**src/logic/pulse_pkg.sv**
```systemverilog
// Package: constants, state types and register layout for the pulse-count writer
// Assumes a single 20 MHz clock and a synchronous active-high reset
package pulse_pkg;
    localparam int CLK_HZ = 20000000;
    // Durations in microseconds as given or chosen
    localparam int WAKE_US = 100;
    localparam int SHUT_US = 2500;
    localparam int HOLDA_MIN_US = 500;
    localparam int HOLDA_MAX_US = 1000;
    localparam int HOLDD_US = 500;
    localparam int STANDBY_US = 10000;
    localparam int CYC_PER_US = CLK_HZ / 1000000;
    localparam int WAKE_CYC = WAKE_US * CYC_PER_US;
    localparam int SHUT_CYC = SHUT_US * CYC_PER_US;
    localparam int HOLDA_MIN_CYC = HOLDA_MIN_US * CYC_PER_US;
    localparam int HOLDA_MAX_CYC = HOLDA_MAX_US * CYC_PER_US;
    localparam int HOLDD_CYC = HOLDD_US * CYC_PER_US;
    localparam int STANDBY_CYC = STANDBY_US * CYC_PER_US;
    localparam int TW = 18;
    localparam int DW = 6;
    localparam int AW = 5;
    localparam int CW = 7;
    localparam logic [CW-1:0] ADDR_LIMIT = 7'h20;
    localparam logic [CW-1:0] DATA_LIMIT = 7'h40;
    localparam logic [AW-1:0] REG_CURRENT = 5'h00;
    localparam logic [AW-1:0] REG_ENABLE = 5'h01;
    localparam logic [AW-1:0] REG_REG1 = 5'h02;
    localparam logic [AW-1:0] REG_REG2 = 5'h03;
    localparam logic [AW-1:0] REG_RAMP = 5'h04;
    localparam logic [DW-1:0] RESET_VAL = 6'h00;
    localparam logic [DW-1:0] MASK_CURRENT = 6'h1F;
    localparam logic [DW-1:0] MASK_ENABLE = 6'h0F;
    localparam logic [DW-1:0] MASK_REG1 = 6'h0F;
    localparam logic [DW-1:0] MASK_REG2 = 6'h07;
    localparam logic [DW-1:0] MASK_RAMP = 6'h07;
    typedef enum logic [1:0] {
        S_OFF = 2'b00,
        S_ADDR = 2'b01,
        S_DATA = 2'b11
    } phase_t;
endpackage

```
**src/logic/pulse_line_if.sv**
```systemverilog
// Interface: filtered line events from the sampler to the decoder
// Assumes both ends sit on the same clock
`timescale 1ns/100ps
`default_nettype none
interface pulse_line_if;
    logic level;
    logic rise;
    logic fall;
    modport src (output level, rise, fall);
    modport dst (input level, rise, fall);
endinterface
`default_nettype wire

```
**src/logic/pulse_count_register_writer.sv**
```systemverilog
// Pulse-count register writer: decodes address and data bursts on one line
// Assumes a 20 MHz clock; the line comes straight from a pin
//
// Notes on behaviour
// Write-only link; address space of 32 registers; nothing is ever read back.
// Line high longer than wake time enables the device.
// Line low longer than shutdown time disables the device.
// First burst count 0..31 latched as address after address hold.
// No hold: keep counting; above 31 drop write, reset at next hold.
// High beyond maximum address hold resets bus; next burst is address.
// Second burst counts data 0..63, a 6-bit value.
// Data accepted after data hold; above 63 drops write and resets.
// Completed data hold stores data into the addressed register.
// After data hold next burst is an address; no upper hold limit.
// Host sends an address before every data burst.
// Back-to-back pairs need only the data hold between them.
// High for 10 ms after transfer returns to standby, bus reset.
// Host keeps pulse widths below minimum address hold.
// Five write-only registers, all reset to zero.
// Host writes zero to unused upper bits.
// Register 01h: four sink enable bits in bits 3..0.
// Register 02h: 4-bit code; register 03h: 3-bit code.
// Register 04h: ramp rate in bits 2..1, ramp enable bit 0.
// Shutdown returns every register to its reset value.
// Durations are cycle counts against parameterised thresholds.
`timescale 1ns/100ps
`default_nettype none
module pulse_count_register_writer
    import pulse_pkg::*;
#(
    parameter int WAKE_CYCLES = pulse_pkg::WAKE_CYC,
    parameter int SHUT_CYCLES = pulse_pkg::SHUT_CYC,
    parameter int HOLDA_MIN_CYCLES = pulse_pkg::HOLDA_MIN_CYC,
    parameter int HOLDA_MAX_CYCLES = pulse_pkg::HOLDA_MAX_CYC,
    parameter int HOLDD_CYCLES = pulse_pkg::HOLDD_CYC,
    parameter int STANDBY_CYCLES = pulse_pkg::STANDBY_CYC
) (
    input wire logic clock,
    input wire logic rst,
    input wire logic pulseLine,
    output logic deviceEnabled,
    output logic standby,
    output logic [4:0] sinkCurrentCode,
    output logic [3:0] sinkEnableBits,
    output logic [3:0] regulator1VoltageCode,
    output logic [2:0] regulator2VoltageCode,
    output logic [1:0] rampRate,
    output logic rampEnable
);
    import pulse_pkg::*;

    localparam logic [TW-1:0] T_WAKE = TW'(WAKE_CYCLES);
    localparam logic [TW-1:0] T_SHUT = TW'(SHUT_CYCLES);
    localparam logic [TW-1:0] T_HAMIN = TW'(HOLDA_MIN_CYCLES);
    localparam logic [TW-1:0] T_HAMAX = TW'(HOLDA_MAX_CYCLES);
    localparam logic [TW-1:0] T_HD = TW'(HOLDD_CYCLES);
    localparam logic [TW-1:0] T_SB = TW'(STANDBY_CYCLES);
    localparam logic [TW-1:0] T_TOP = {TW{1'b1}};
    localparam logic [CW-1:0] CNT_TOP = {CW{1'b1}};
    localparam logic [CW-1:0] ONE_C = 7'h01;
    localparam logic [TW-1:0] ONE_T = 18'h00001;

    pulse_line_if ev ();

    pulse_line_sync u_sync (
        .clock(clock),
        .rst(rst),
        .pulseLine(pulseLine),
        .ev(ev)
    );

    typedef struct packed {
        phase_t phase;
        logic [TW-1:0] hiCnt;
        logic [TW-1:0] loCnt;
        logic [CW-1:0] edges;
        logic [AW-1:0] addr;
        logic held;
        logic busy;
        logic sb;
        logic [4:0][DW-1:0] regs;
    } state_t;

    state_t st_q, st_d;
    logic writeStrobe;

    always_comb begin
        st_d = st_q;
        writeStrobe = 1'b0;
        // Time the current level; counters saturate rather than wrap
        if (ev.rise || ev.fall) begin
            st_d.hiCnt = '0;
            st_d.loCnt = '0;
        end else if (ev.level) begin
            if (st_q.hiCnt != T_TOP) begin
                st_d.hiCnt = st_q.hiCnt + ONE_T;
            end
        end else begin
            if (st_q.loCnt != T_TOP) begin
                st_d.loCnt = st_q.loCnt + ONE_T;
            end
        end
        case (st_q.phase)
            S_OFF: begin
                st_d.edges = '0;
                st_d.held = 1'b0;
                st_d.busy = 1'b0;
                st_d.sb = 1'b1;
                // Wake needs a sustained high, not a glitch
                if (ev.level && st_q.hiCnt >= T_WAKE) begin
                    st_d.phase = S_ADDR;
                end
            end
            S_ADDR: begin
                if (ev.rise) begin
                    st_d.busy = 1'b1;
                    st_d.sb = 1'b0;
                    st_d.held = 1'b0;
                    if (st_q.edges != CNT_TOP) begin
                        st_d.edges = st_q.edges + ONE_C;
                    end
                end
                if (ev.level && st_q.busy && !st_q.held && st_q.hiCnt == T_HAMIN) begin
                    st_d.held = 1'b1;
                    if (st_q.edges > ADDR_LIMIT) begin
                        st_d.edges = '0;
                        st_d.busy = 1'b0;
                        st_d.held = 1'b0;
                    end
                end
                // Data burst starts; address taken from the held count
                if (ev.fall && st_q.held) begin
                    st_d.addr = AW'(st_q.edges - ONE_C);
                    st_d.edges = '0;
                    st_d.held = 1'b0;
                    st_d.phase = S_DATA;
                end
                if (ev.level && st_q.held && st_q.hiCnt == T_HAMAX) begin
                    st_d.edges = '0;
                    st_d.held = 1'b0;
                    st_d.busy = 1'b0;
                    st_d.phase = S_ADDR;
                end
            end
            S_DATA: begin
                if (ev.rise) begin
                    st_d.held = 1'b0;
                    if (st_q.edges != CNT_TOP) begin
                        st_d.edges = st_q.edges + ONE_C;
                    end
                end
                if (ev.level && st_q.edges != '0 && st_q.hiCnt == T_HD) begin
                    if (st_q.edges <= DATA_LIMIT) begin
                        writeStrobe = 1'b1;
                    end
                    st_d.edges = '0;
                    st_d.busy = 1'b0;
                    st_d.phase = S_ADDR;
                end
            end
            default: begin
                st_d.phase = S_OFF;
            end
        endcase
        // Any write goes to one of five; other addresses are silently dropped
        if (writeStrobe) begin
            case (st_q.addr)
                REG_CURRENT: st_d.regs[0] = DW'(st_q.edges - ONE_C) & MASK_CURRENT;
                REG_ENABLE: st_d.regs[1] = DW'(st_q.edges - ONE_C) & MASK_ENABLE;
                REG_REG1: st_d.regs[2] = DW'(st_q.edges - ONE_C) & MASK_REG1;
                REG_REG2: st_d.regs[3] = DW'(st_q.edges - ONE_C) & MASK_REG2;
                REG_RAMP: st_d.regs[4] = DW'(st_q.edges - ONE_C) & MASK_RAMP;
                default: begin
                end
            endcase
        end
        if (st_q.phase != S_OFF && ev.level && st_q.hiCnt == T_SB) begin
            st_d.sb = 1'b1;
            st_d.busy = 1'b0;
            st_d.held = 1'b0;
            st_d.edges = '0;
            st_d.phase = S_ADDR;
        end
        // Low too long: whole device drops back and forgets its settings
        if (!ev.level && st_q.loCnt >= T_SHUT) begin
            st_d.phase = S_OFF;
            st_d.edges = '0;
            st_d.addr = '0;
            st_d.held = 1'b0;
            st_d.busy = 1'b0;
            st_d.regs = {5{RESET_VAL}};
        end
    end

    always_ff @(posedge clock) begin
        if (rst) begin
            st_q.phase <= S_OFF;
            st_q.hiCnt <= '0;
            st_q.loCnt <= '0;
            st_q.edges <= '0;
            st_q.addr <= '0;
            st_q.held <= 1'b0;
            st_q.busy <= 1'b0;
            st_q.sb <= 1'b1;
            st_q.regs <= {5{RESET_VAL}};
        end else begin
            st_q <= st_d;
        end
    end

    always_ff @(posedge clock) begin
        if (rst) begin
            deviceEnabled <= 1'b0;
            standby <= 1'b1;
            sinkCurrentCode <= '0;
            sinkEnableBits <= '0;
            regulator1VoltageCode <= '0;
            regulator2VoltageCode <= '0;
            rampRate <= '0;
            rampEnable <= 1'b0;
        end else begin
            deviceEnabled <= (st_d.phase != S_OFF);
            standby <= st_d.sb;
            sinkCurrentCode <= st_d.regs[0][4:0];
            sinkEnableBits <= st_d.regs[1][3:0];
            regulator1VoltageCode <= st_d.regs[2][3:0];
            regulator2VoltageCode <= st_d.regs[3][2:0];
            rampRate <= st_d.regs[4][2:1];
            rampEnable <= st_d.regs[4][0];
        end
    end
endmodule
`default_nettype wire

```
**src/logic/pulse_line_sync.sv**
```systemverilog
// Three-stage sampler for the pulse line with edge pulses
// Assumes the line is asynchronous to clock
`timescale 1ns/100ps
`default_nettype none
module pulse_line_sync (
    input wire logic clock,
    input wire logic rst,
    input wire logic pulseLine,
    pulse_line_if.src ev
);
    typedef struct packed {
        logic s1;
        logic s2;
        logic s3;
        logic lvl;
    } sync_t;
    sync_t st_q, st_d;
    always_comb begin
        st_d = st_q;
        st_d.s1 = pulseLine;
        st_d.s2 = st_q.s1;
        st_d.s3 = st_q.s2;
        // Change counts only once stages two and three agree
        if (st_q.s2 == st_q.s3) begin
            st_d.lvl = st_q.s3;
        end
    end
    always_ff @(posedge clock) begin
        if (rst) begin
            st_q <= '0;
        end else begin
            st_q <= st_d;
        end
    end
    assign ev.level = st_q.lvl;
    assign ev.rise = (st_q.s2 == st_q.s3) && st_q.s3 && !st_q.lvl;
    assign ev.fall = (st_q.s2 == st_q.s3) && !st_q.s3 && st_q.lvl;
endmodule
`default_nettype wire

```
**config.mk**
```make
export PLATFORM = sky130hd
export DESIGN_NAME = pulse_count_register_writer
export DESIGN_NICKNAME = d
export VERILOG_FILES = /design/src/logic/pulse_pkg.sv /design/src/logic/pulse_line_if.sv /design/src/logic/pulse_count_register_writer.sv /design/src/logic/pulse_line_sync.sv
export SDC_FILE = /design/constraint.sdc
export NUM_CORES = 1
export LEC_CHECK = 0
export BUFFER_PORTS_ARGS = -buffer_cell sky130_fd_sc_hd__buf_2
export CORE_MARGIN = 4
export CORE_UTILIZATION = 45
export DETAILED_ROUTE_END_ITERATION = 7
export MAX_ROUTING_LAYER = met4
export SYNTH_ARGS = -nofsm -noshare
export SYNTH_HDL_FRONTEND = slang
export SYNTH_SLANG_ARGS = --single-unit
```
**constraint.sdc**
```tcl
create_clock -name clock -period 4.86 [get_ports clock]
set_clock_uncertainty 0.2 [all_clocks]
set_input_delay 0.972 -clock clock [delete_from_list [all_inputs] [get_ports clock]]
set_output_delay 0.972 -clock clock [all_outputs]
set_load 0.02 [all_outputs]
```
== Word-level counts from Yosys, hierarchy flattened ==
Cells that the tools add are included.
Cells by class
  multiply operators: 0
  shifts and indexed selects: 0
  $add $sub $neg: 4
  multiplexer cells: 33
  divide/modulo/power cells: 0
  reduce and logical (&&, ||, !) cells: 41
  $lt $le $gt $ge: 4
  equal/unequal tests: 17
  bitwise gates (word level): 1
Operators by type and width (number)
  27-bit two-way mux: 2
  7-bit two-way mux: 6
  18-bit by 1-bit adder with 18-bit output (second input constant): 2
  18-bit != test (second input constant): 2
  7-bit one-hot mux with 3 select lines: 1
  18-bit by 14-bit equality test with 1-bit output (second input constant): 1
  18-bit by 15-bit equality test with 1-bit output (second input constant): 1
  18-bit equality test (second input constant): 1
  18-bit by 11-bit >= comparator with 1-bit output (second input constant): 1
  18-bit by 16-bit >= comparator with 1-bit output (second input constant): 1
  2-bit two-way mux: 9
  2-bit AND reduction: 9
  1-bit logical AND: 16
  13-bit two-way mux: 1
  2-bit one-hot mux with 3 select lines: 2
  5-bit by 2-bit equality test with 1-bit output (second input constant): 2
  3-bit two-way mux: 3
  4-bit two-way mux: 2
  7-bit by 1-bit adder with 7-bit output (second input constant): 1
  7-bit by 6-bit > comparator with 1-bit output (second input constant): 1
  7-bit less-or-equal comparator (second input constant): 1
  7-bit != test (second input constant): 1
  7-bit nonzero test: 1
  2-bit != test (second input constant): 3
  other kinds (20): 30
Word-level totals
  memories: 0
  output and inout bits: 21
  RAM bits: 0
  bits in read-only memories: 0
  input bits: 3
  register bits after elaboration: 80
  latch bits: 0

== Logic depth before layout (Yosys ltp) ==
  word-level depth: 10
  mapped depth: 9
  mapped depth without buffers: 8

== Cells and area by module ==
A second synthesis with hierarchy kept.
Unflattened totals
  cells, all modules: 441
  area, all modules: 3860.0 um^2
By module, submodules not included
  pulse_count_register_writer: times used 1, area each 3704.8 um^2, sequential area each 1461.4 um^2, cells each 426
  pulse_line_sync: times used 1, area each 155.1 um^2, sequential area each 80.1 um^2, cells each 15

== Worst setup path after synthesis ==
No wires, ideal clock.
  kind: flip-flop to flip-flop
  start point: register st_q[38] (netlist name)
  end point: register sinkEnableBits[3]
  data required time: 4545 ps
  period minus slack after synthesis: 3173 ps
  path slack: 1687 ps
  cell stages (with the launch flop): 10
  arrival time: 2859 ps
  buffers on the path: 1
  setup time: 115 ps
  path through: dfxtp_1 > inv_1 > ha_1 > or4b_4 > or3_1 > a2111o_1 > or4b_1 > clkbuf_2 > and2_4 > o21ba_1
Between the ends
  word-level cells in the longest chain between the ends: 6
RTL lines
  start, declared: RTL line pulse_count_register_writer.sv:84  | state_t st_q, st_d;
  start signal, assigned: RTL line pulse_count_register_writer.sv:207  | st_q <= st_d;
  parallel branches: the longest is 6 deep, another holds 7-bit less-or-equal comparator
  end signal, assigned: RTL line pulse_count_register_writer.sv:225  | sinkEnableBits <= st_d.regs[1][3:0];
  end, declared: RTL line pulse_count_register_writer.sv:44  | output logic [3:0] sinkEnableBits,
Several ways; the timed one is not identified. The select of a mux whose other input is x is not followed.
A chain may end at the register's enable or synchronous reset.

== Final worst setup path ==
Ends and elaborated chain as after synthesis.

==> impl_summary.md <==
Outcome
The flow ran to the end, and the final reports show no timing, DRC or antenna violations.

Logic synthesis
The proportion of register bits with asynchronous set or reset after synthesis is 0. Of all cell types, the one taking the most synthesized area is sky130_fd_sc_hd__dfxtp_1. sky130_fd_sc_hd__dfxtp_1 is the most common cell in the netlist. Sorting the synthesized cells by area gives the leading types as sky130_fd_sc_hd__dfxtp_1 (40%), sky130_fd_sc_hd__nor2_1 (7.3%), sky130_fd_sc_hd__xor2_1 (5.5%), sky130_fd_sc_hd__mux2i_1 (4.2%), sky130_fd_sc_hd__buf_4 (3.7%).

By count the netlist is led by sky130_fd_sc_hd__dfxtp_1 (77), sky130_fd_sc_hd__nor2_1 (74), sky130_fd_sc_hd__xor2_1 (24), sky130_fd_sc_hd__nand2_1 (22), sky130_fd_sc_hd__buf_4 (19). The share of the Yosys chip area taken by registers is 0.405. In this run, distinct cell masters in the synthesized netlist total 55.

The synthesized design contains 77 register bits. The average footprint of a synthesized cell is 8.56 µm². The synthesized netlist net count is 456.

The mapped netlist covers 3810 µm². Counting every instance in the synthesized netlist gives 445. Yosys mapped a number of flops with a built-in enable equal to 0. The number of warning messages in the yosys log is 0.

The top cell type's share of synthesized area is 0.405. For this run, the leading register cell type out of synthesis is sky130_fd_sc_hd__dfxtp_1.

Clock network
CTS built an H-tree with a depth of 3. The TritonCTS buffer count is 9. The number of sinks handled by clock tree synthesis is 77. Post-CTS repair changed the size of 0 cells. The root buffer selected by CTS is sky130_fd_sc_hd__clkbuf_8. Once the clock tree was built, the setup fixing pass inserted 0 buffers. The clock reaches the later pin of the worst-skew pair after 0.35 ns. The clock input transition at the sequential cells of the worst setup and hold paths is 0.08 ns.

Hold repair after CTS inserted 0 buffers. The largest buffer count on any clock path is 2. The TritonCTS clock tree is yes.

Critical path
The depth of the worst register-to-register path is 8. The critical path required time is 4.91 ns. Setup slack on the worst reg-to-reg path comes out at 1.44 ns. In this run the worst path has a maximum fanout of 7. The maximum cell stage delay along the critical path is 0.63 ns. The reg-to-reg startpoint is st_q[38]$_SDFFE_PP0P_. The kind of cell with the highest combined delay along the critical path is simple AND/OR/NAND/NOR gates. The critical path goes through inv_1 > ha_1 > or4b_4 > or3_1 > a2111o_1 > or4b_1 > and2_4 > o21ba_1.

The slowest stage of the critical path belongs to the cell sky130_fd_sc_hd__or4b_1. The count of buffering cells on the critical path with inverters included is 1. The worst setup path is of the flop to flop kind.

The kind of capture point of the worst setup path is a flop. STA classifies the critical path startpoint as a flop. Data on the critical path arrives at its endpoint at 3.47 ns. The endpoint of the worst-slack reg-to-reg timing path is sinkEnableBits[3]$_SDFFE_PP0P_.

Route
The routed layout has 2991 vias. For this run, the detailed router's first-pass iteration total came to 4. The average wire per cell in the routed design is 13.7 µm. The ratio of routed vias to standard cells is 5.37. After detailed routing, the number of remaining DRC violations is 0. The total length of routed wires is 7.61 mm. The post-route antenna net violation count is 0. The first routing iteration left 107 violations.

STA
For the pin with the worst max-slew slack, the measured transition is 1.09 ns. The final hold slack is 0.242 ns. Setup repair after global routing left no endpoint under its margin.

The shortest period the worst path allows is 3.42 ns. The final count of hold timing violations is 0. The final-layout setup total negative slack is 0 ns.

The maximum clock frequency is 293 MHz. Measured against its own limit, the worst slew margin works out to 0.268. The number of setup violations in the final report is 0.

The number of max-slew violations in the final report came to 0. The share of the clock period used by the worst path is 0.703.

Global route
Global routing finished with a remaining overflow of 0. The largest net degree at the start of global routing is 29. The met1 track demand over resource is 0.220. For this run, the total global-route usage over all layers was measured as 0.167. The initial antenna violation count is 0. The met3 usage is 0.0306. In this run the most used layer during global routing was met2.

The number of global-route vias before repair is 2843. The wire length of the first global-routing pass is 13.3 mm. The met2 routing resource usage after global routing is 0.253.

Placed design
The total instance count after detailed placement is 541. The final RePlAce weighted congestion is 0.834. Input and output buffers added on the ports amount to 23. The post-DP HPWL is 5.41 mm.

Power
For this design the static power due to leakage is 1.52 nW. Dividing total power by cell area gives a power density of 280 nW/µm². For this design the total switching power over the nets is 0.260 mW.

IR analysis of the VDD net gives a maximum drop of 0.145 mV. The share of total power dissipated in the clock network is 0.416. Of the total power, registers draw 0.560. The combinational power share is 0.024. The internal power consumption is 0.879 mW. The share of total power consumed by net switching is 0.228.

Die
The initial utilization of the core area, before any placement, comes to 0.464. From left edge to right edge, the die measures 100 µm. After floorplanning, the core was divided into 33 placement rows. For this design the top-level I/O count stands at 24.

The die is 100 µm tall. The area of the core is 8220 µm². The die covers 10000 µm².

Finish
The signed area change from the synthesized netlist to the final layout is 6.70%. The final-stage net count is 458. The final instance count without filler cells is 557. The share of layout cells above drive strength 1 is 0.111. The antenna diode count is 0.

Worst hold path
The startpoint of the lowest-slack hold path is u_sync.st_d[2]$_SDFF_PP0_. The path type of the worst min-delay path is flop to flop. The worst-case hold path end point is u_sync.st_d[1]$_SDFF_PP0_. Counting instances, the worst hold path has a depth of 1.

Run
The max capacitance violation total is 0.
[kinds of logic (layout without fill, tap and decap cells)]
kind of cell / Yosys count / after routing / synth area share
AO/OA/AOI/OAI: 59 / 59 / 0.102
XOR/XNOR: 34 / 34 / 0.0782
adder cells (fa/ha/maj): 8 / 8 / 0.0263
buffers and inverters: 50 / 57 / 0.0687
flip-flops: 77 / 77 / 0.405
multiplexers: 16 / 16 / 0.0420
AND/OR/NAND/NOR: 201 / 201 / 0.279
[worst max path at each step]
stage | start | to | slack [ns] | cells after the start
finish | st_q[38]$_SDFFE_PP0P_ | sinkEnableBits[3]$_SDFFE_PP0P_ | 1.44 | 8
global route | st_q[38]$_SDFFE_PP0P_ | sinkCurrentCode[0]$_SDFFE_PP0P_ | 1.25 | 8
CTS | st_q[38]$_SDFFE_PP0P_ | sinkEnableBits[3]$_SDFFE_PP0P_ | 1.41 | 8
detailed placement | st_q[38]$_SDFFE_PP0P_ | sinkEnableBits[3]$_SDFFE_PP0P_ | 1.42 | 8
global placement | st_q[38]$_SDFFE_PP0P_ | sinkEnableBits[3]$_SDFFE_PP0P_ | 1.51 | 8
floorplan | st_q[38]$_SDFFE_PP0P_ | sinkEnableBits[3]$_SDFFE_PP0P_ | 1.69 | 9
[metal layers]
| layer | wire length [µm] | share of wire | vias to the layer above |
|---|---|---|---|
| li1 | - | - | 1548 |
| met3 | 323 | 0.042 | 15 |
| met2 | 3370 | 0.44 | 56 |
| met4 | 155 | 0.020 | 0 |
| met1 | 3770 | 0.49 | 1372 |
| met5 | 0 | 0 | - |
[sequential cells by signal, summed over array words and instances, names as in the netlist, 2 cells and up]
name,cells
sinkEnableBits,4
sinkCurrentCode,5
st_q,55
u_sync.st_d,2
regulator2VoltageCode,3
regulator1VoltageCode,4
[power by group through the flow]
stage               clock [mW]  combinational, mW  sequential, mW
floorplan                    0             0.0200           0.652
global placement             0             0.0276           0.653
detailed placement           0             0.0280           0.653
CTS                      0.489             0.0281           0.638
global route             0.514             0.0314           0.639
finish                   0.474             0.0276           0.638
[area by class of cell]
| type | instances | area, µm² |
|---|---|---|
| clock buffers | 10 | 128 |
| clock inverters | 6 | 63.8 |
| fillers | 818 | 4150 |
| inverters | 16 | 60.1 |
| multi-input cells | 318 | 2010 |
| flip-flops and latches | 77 | 1540 |
| well taps | 105 | 131 |
| repair buffers | 25 | 130 |
[stage by stage]
step           cell area [µm²]  utilization  worst slack [ns]  total power [mW]
2_1_floorplan             3810            -              1.69             0.672
3_3_place_gp              3870        0.471              1.51             0.680
3_5_place_dp              3870        0.471              1.42             0.681
4_1_cts                   4060        0.495              1.41              1.16
5_1_grt                   4060        0.495              1.25              1.18
6_report                  4060        0.495              1.44              1.14
[layout by cell type, fill, tap and decap left out, types with 5 or more instances in the layout]
cell type,netlist,final
sky130_fd_sc_hd__a211oi_1,11,11
sky130_fd_sc_hd__a21oi_1,17,16
sky130_fd_sc_hd__a31oi_1,6,6
sky130_fd_sc_hd__and2_1,8,8
sky130_fd_sc_hd__and3_1,5,5
sky130_fd_sc_hd__and4_1,5,5
sky130_fd_sc_hd__buf_2,1,23
sky130_fd_sc_hd__clkbuf_8,0,9
sky130_fd_sc_hd__dfxtp_1,77,77
sky130_fd_sc_hd__ha_1,8,8
sky130_fd_sc_hd__inv_1,16,16
sky130_fd_sc_hd__mux2i_1,16,16
sky130_fd_sc_hd__nand2_1,22,22
sky130_fd_sc_hd__nand3_1,16,16
sky130_fd_sc_hd__nand4_1,18,18
sky130_fd_sc_hd__nor2_1,74,74
sky130_fd_sc_hd__nor2b_1,7,7
sky130_fd_sc_hd__nor3_1,12,12
sky130_fd_sc_hd__o21ai_0,8,8
sky130_fd_sc_hd__xnor2_1,10,10
sky130_fd_sc_hd__xor2_1,24,24
Note: power is estimated with default switching activity, not from simulation.
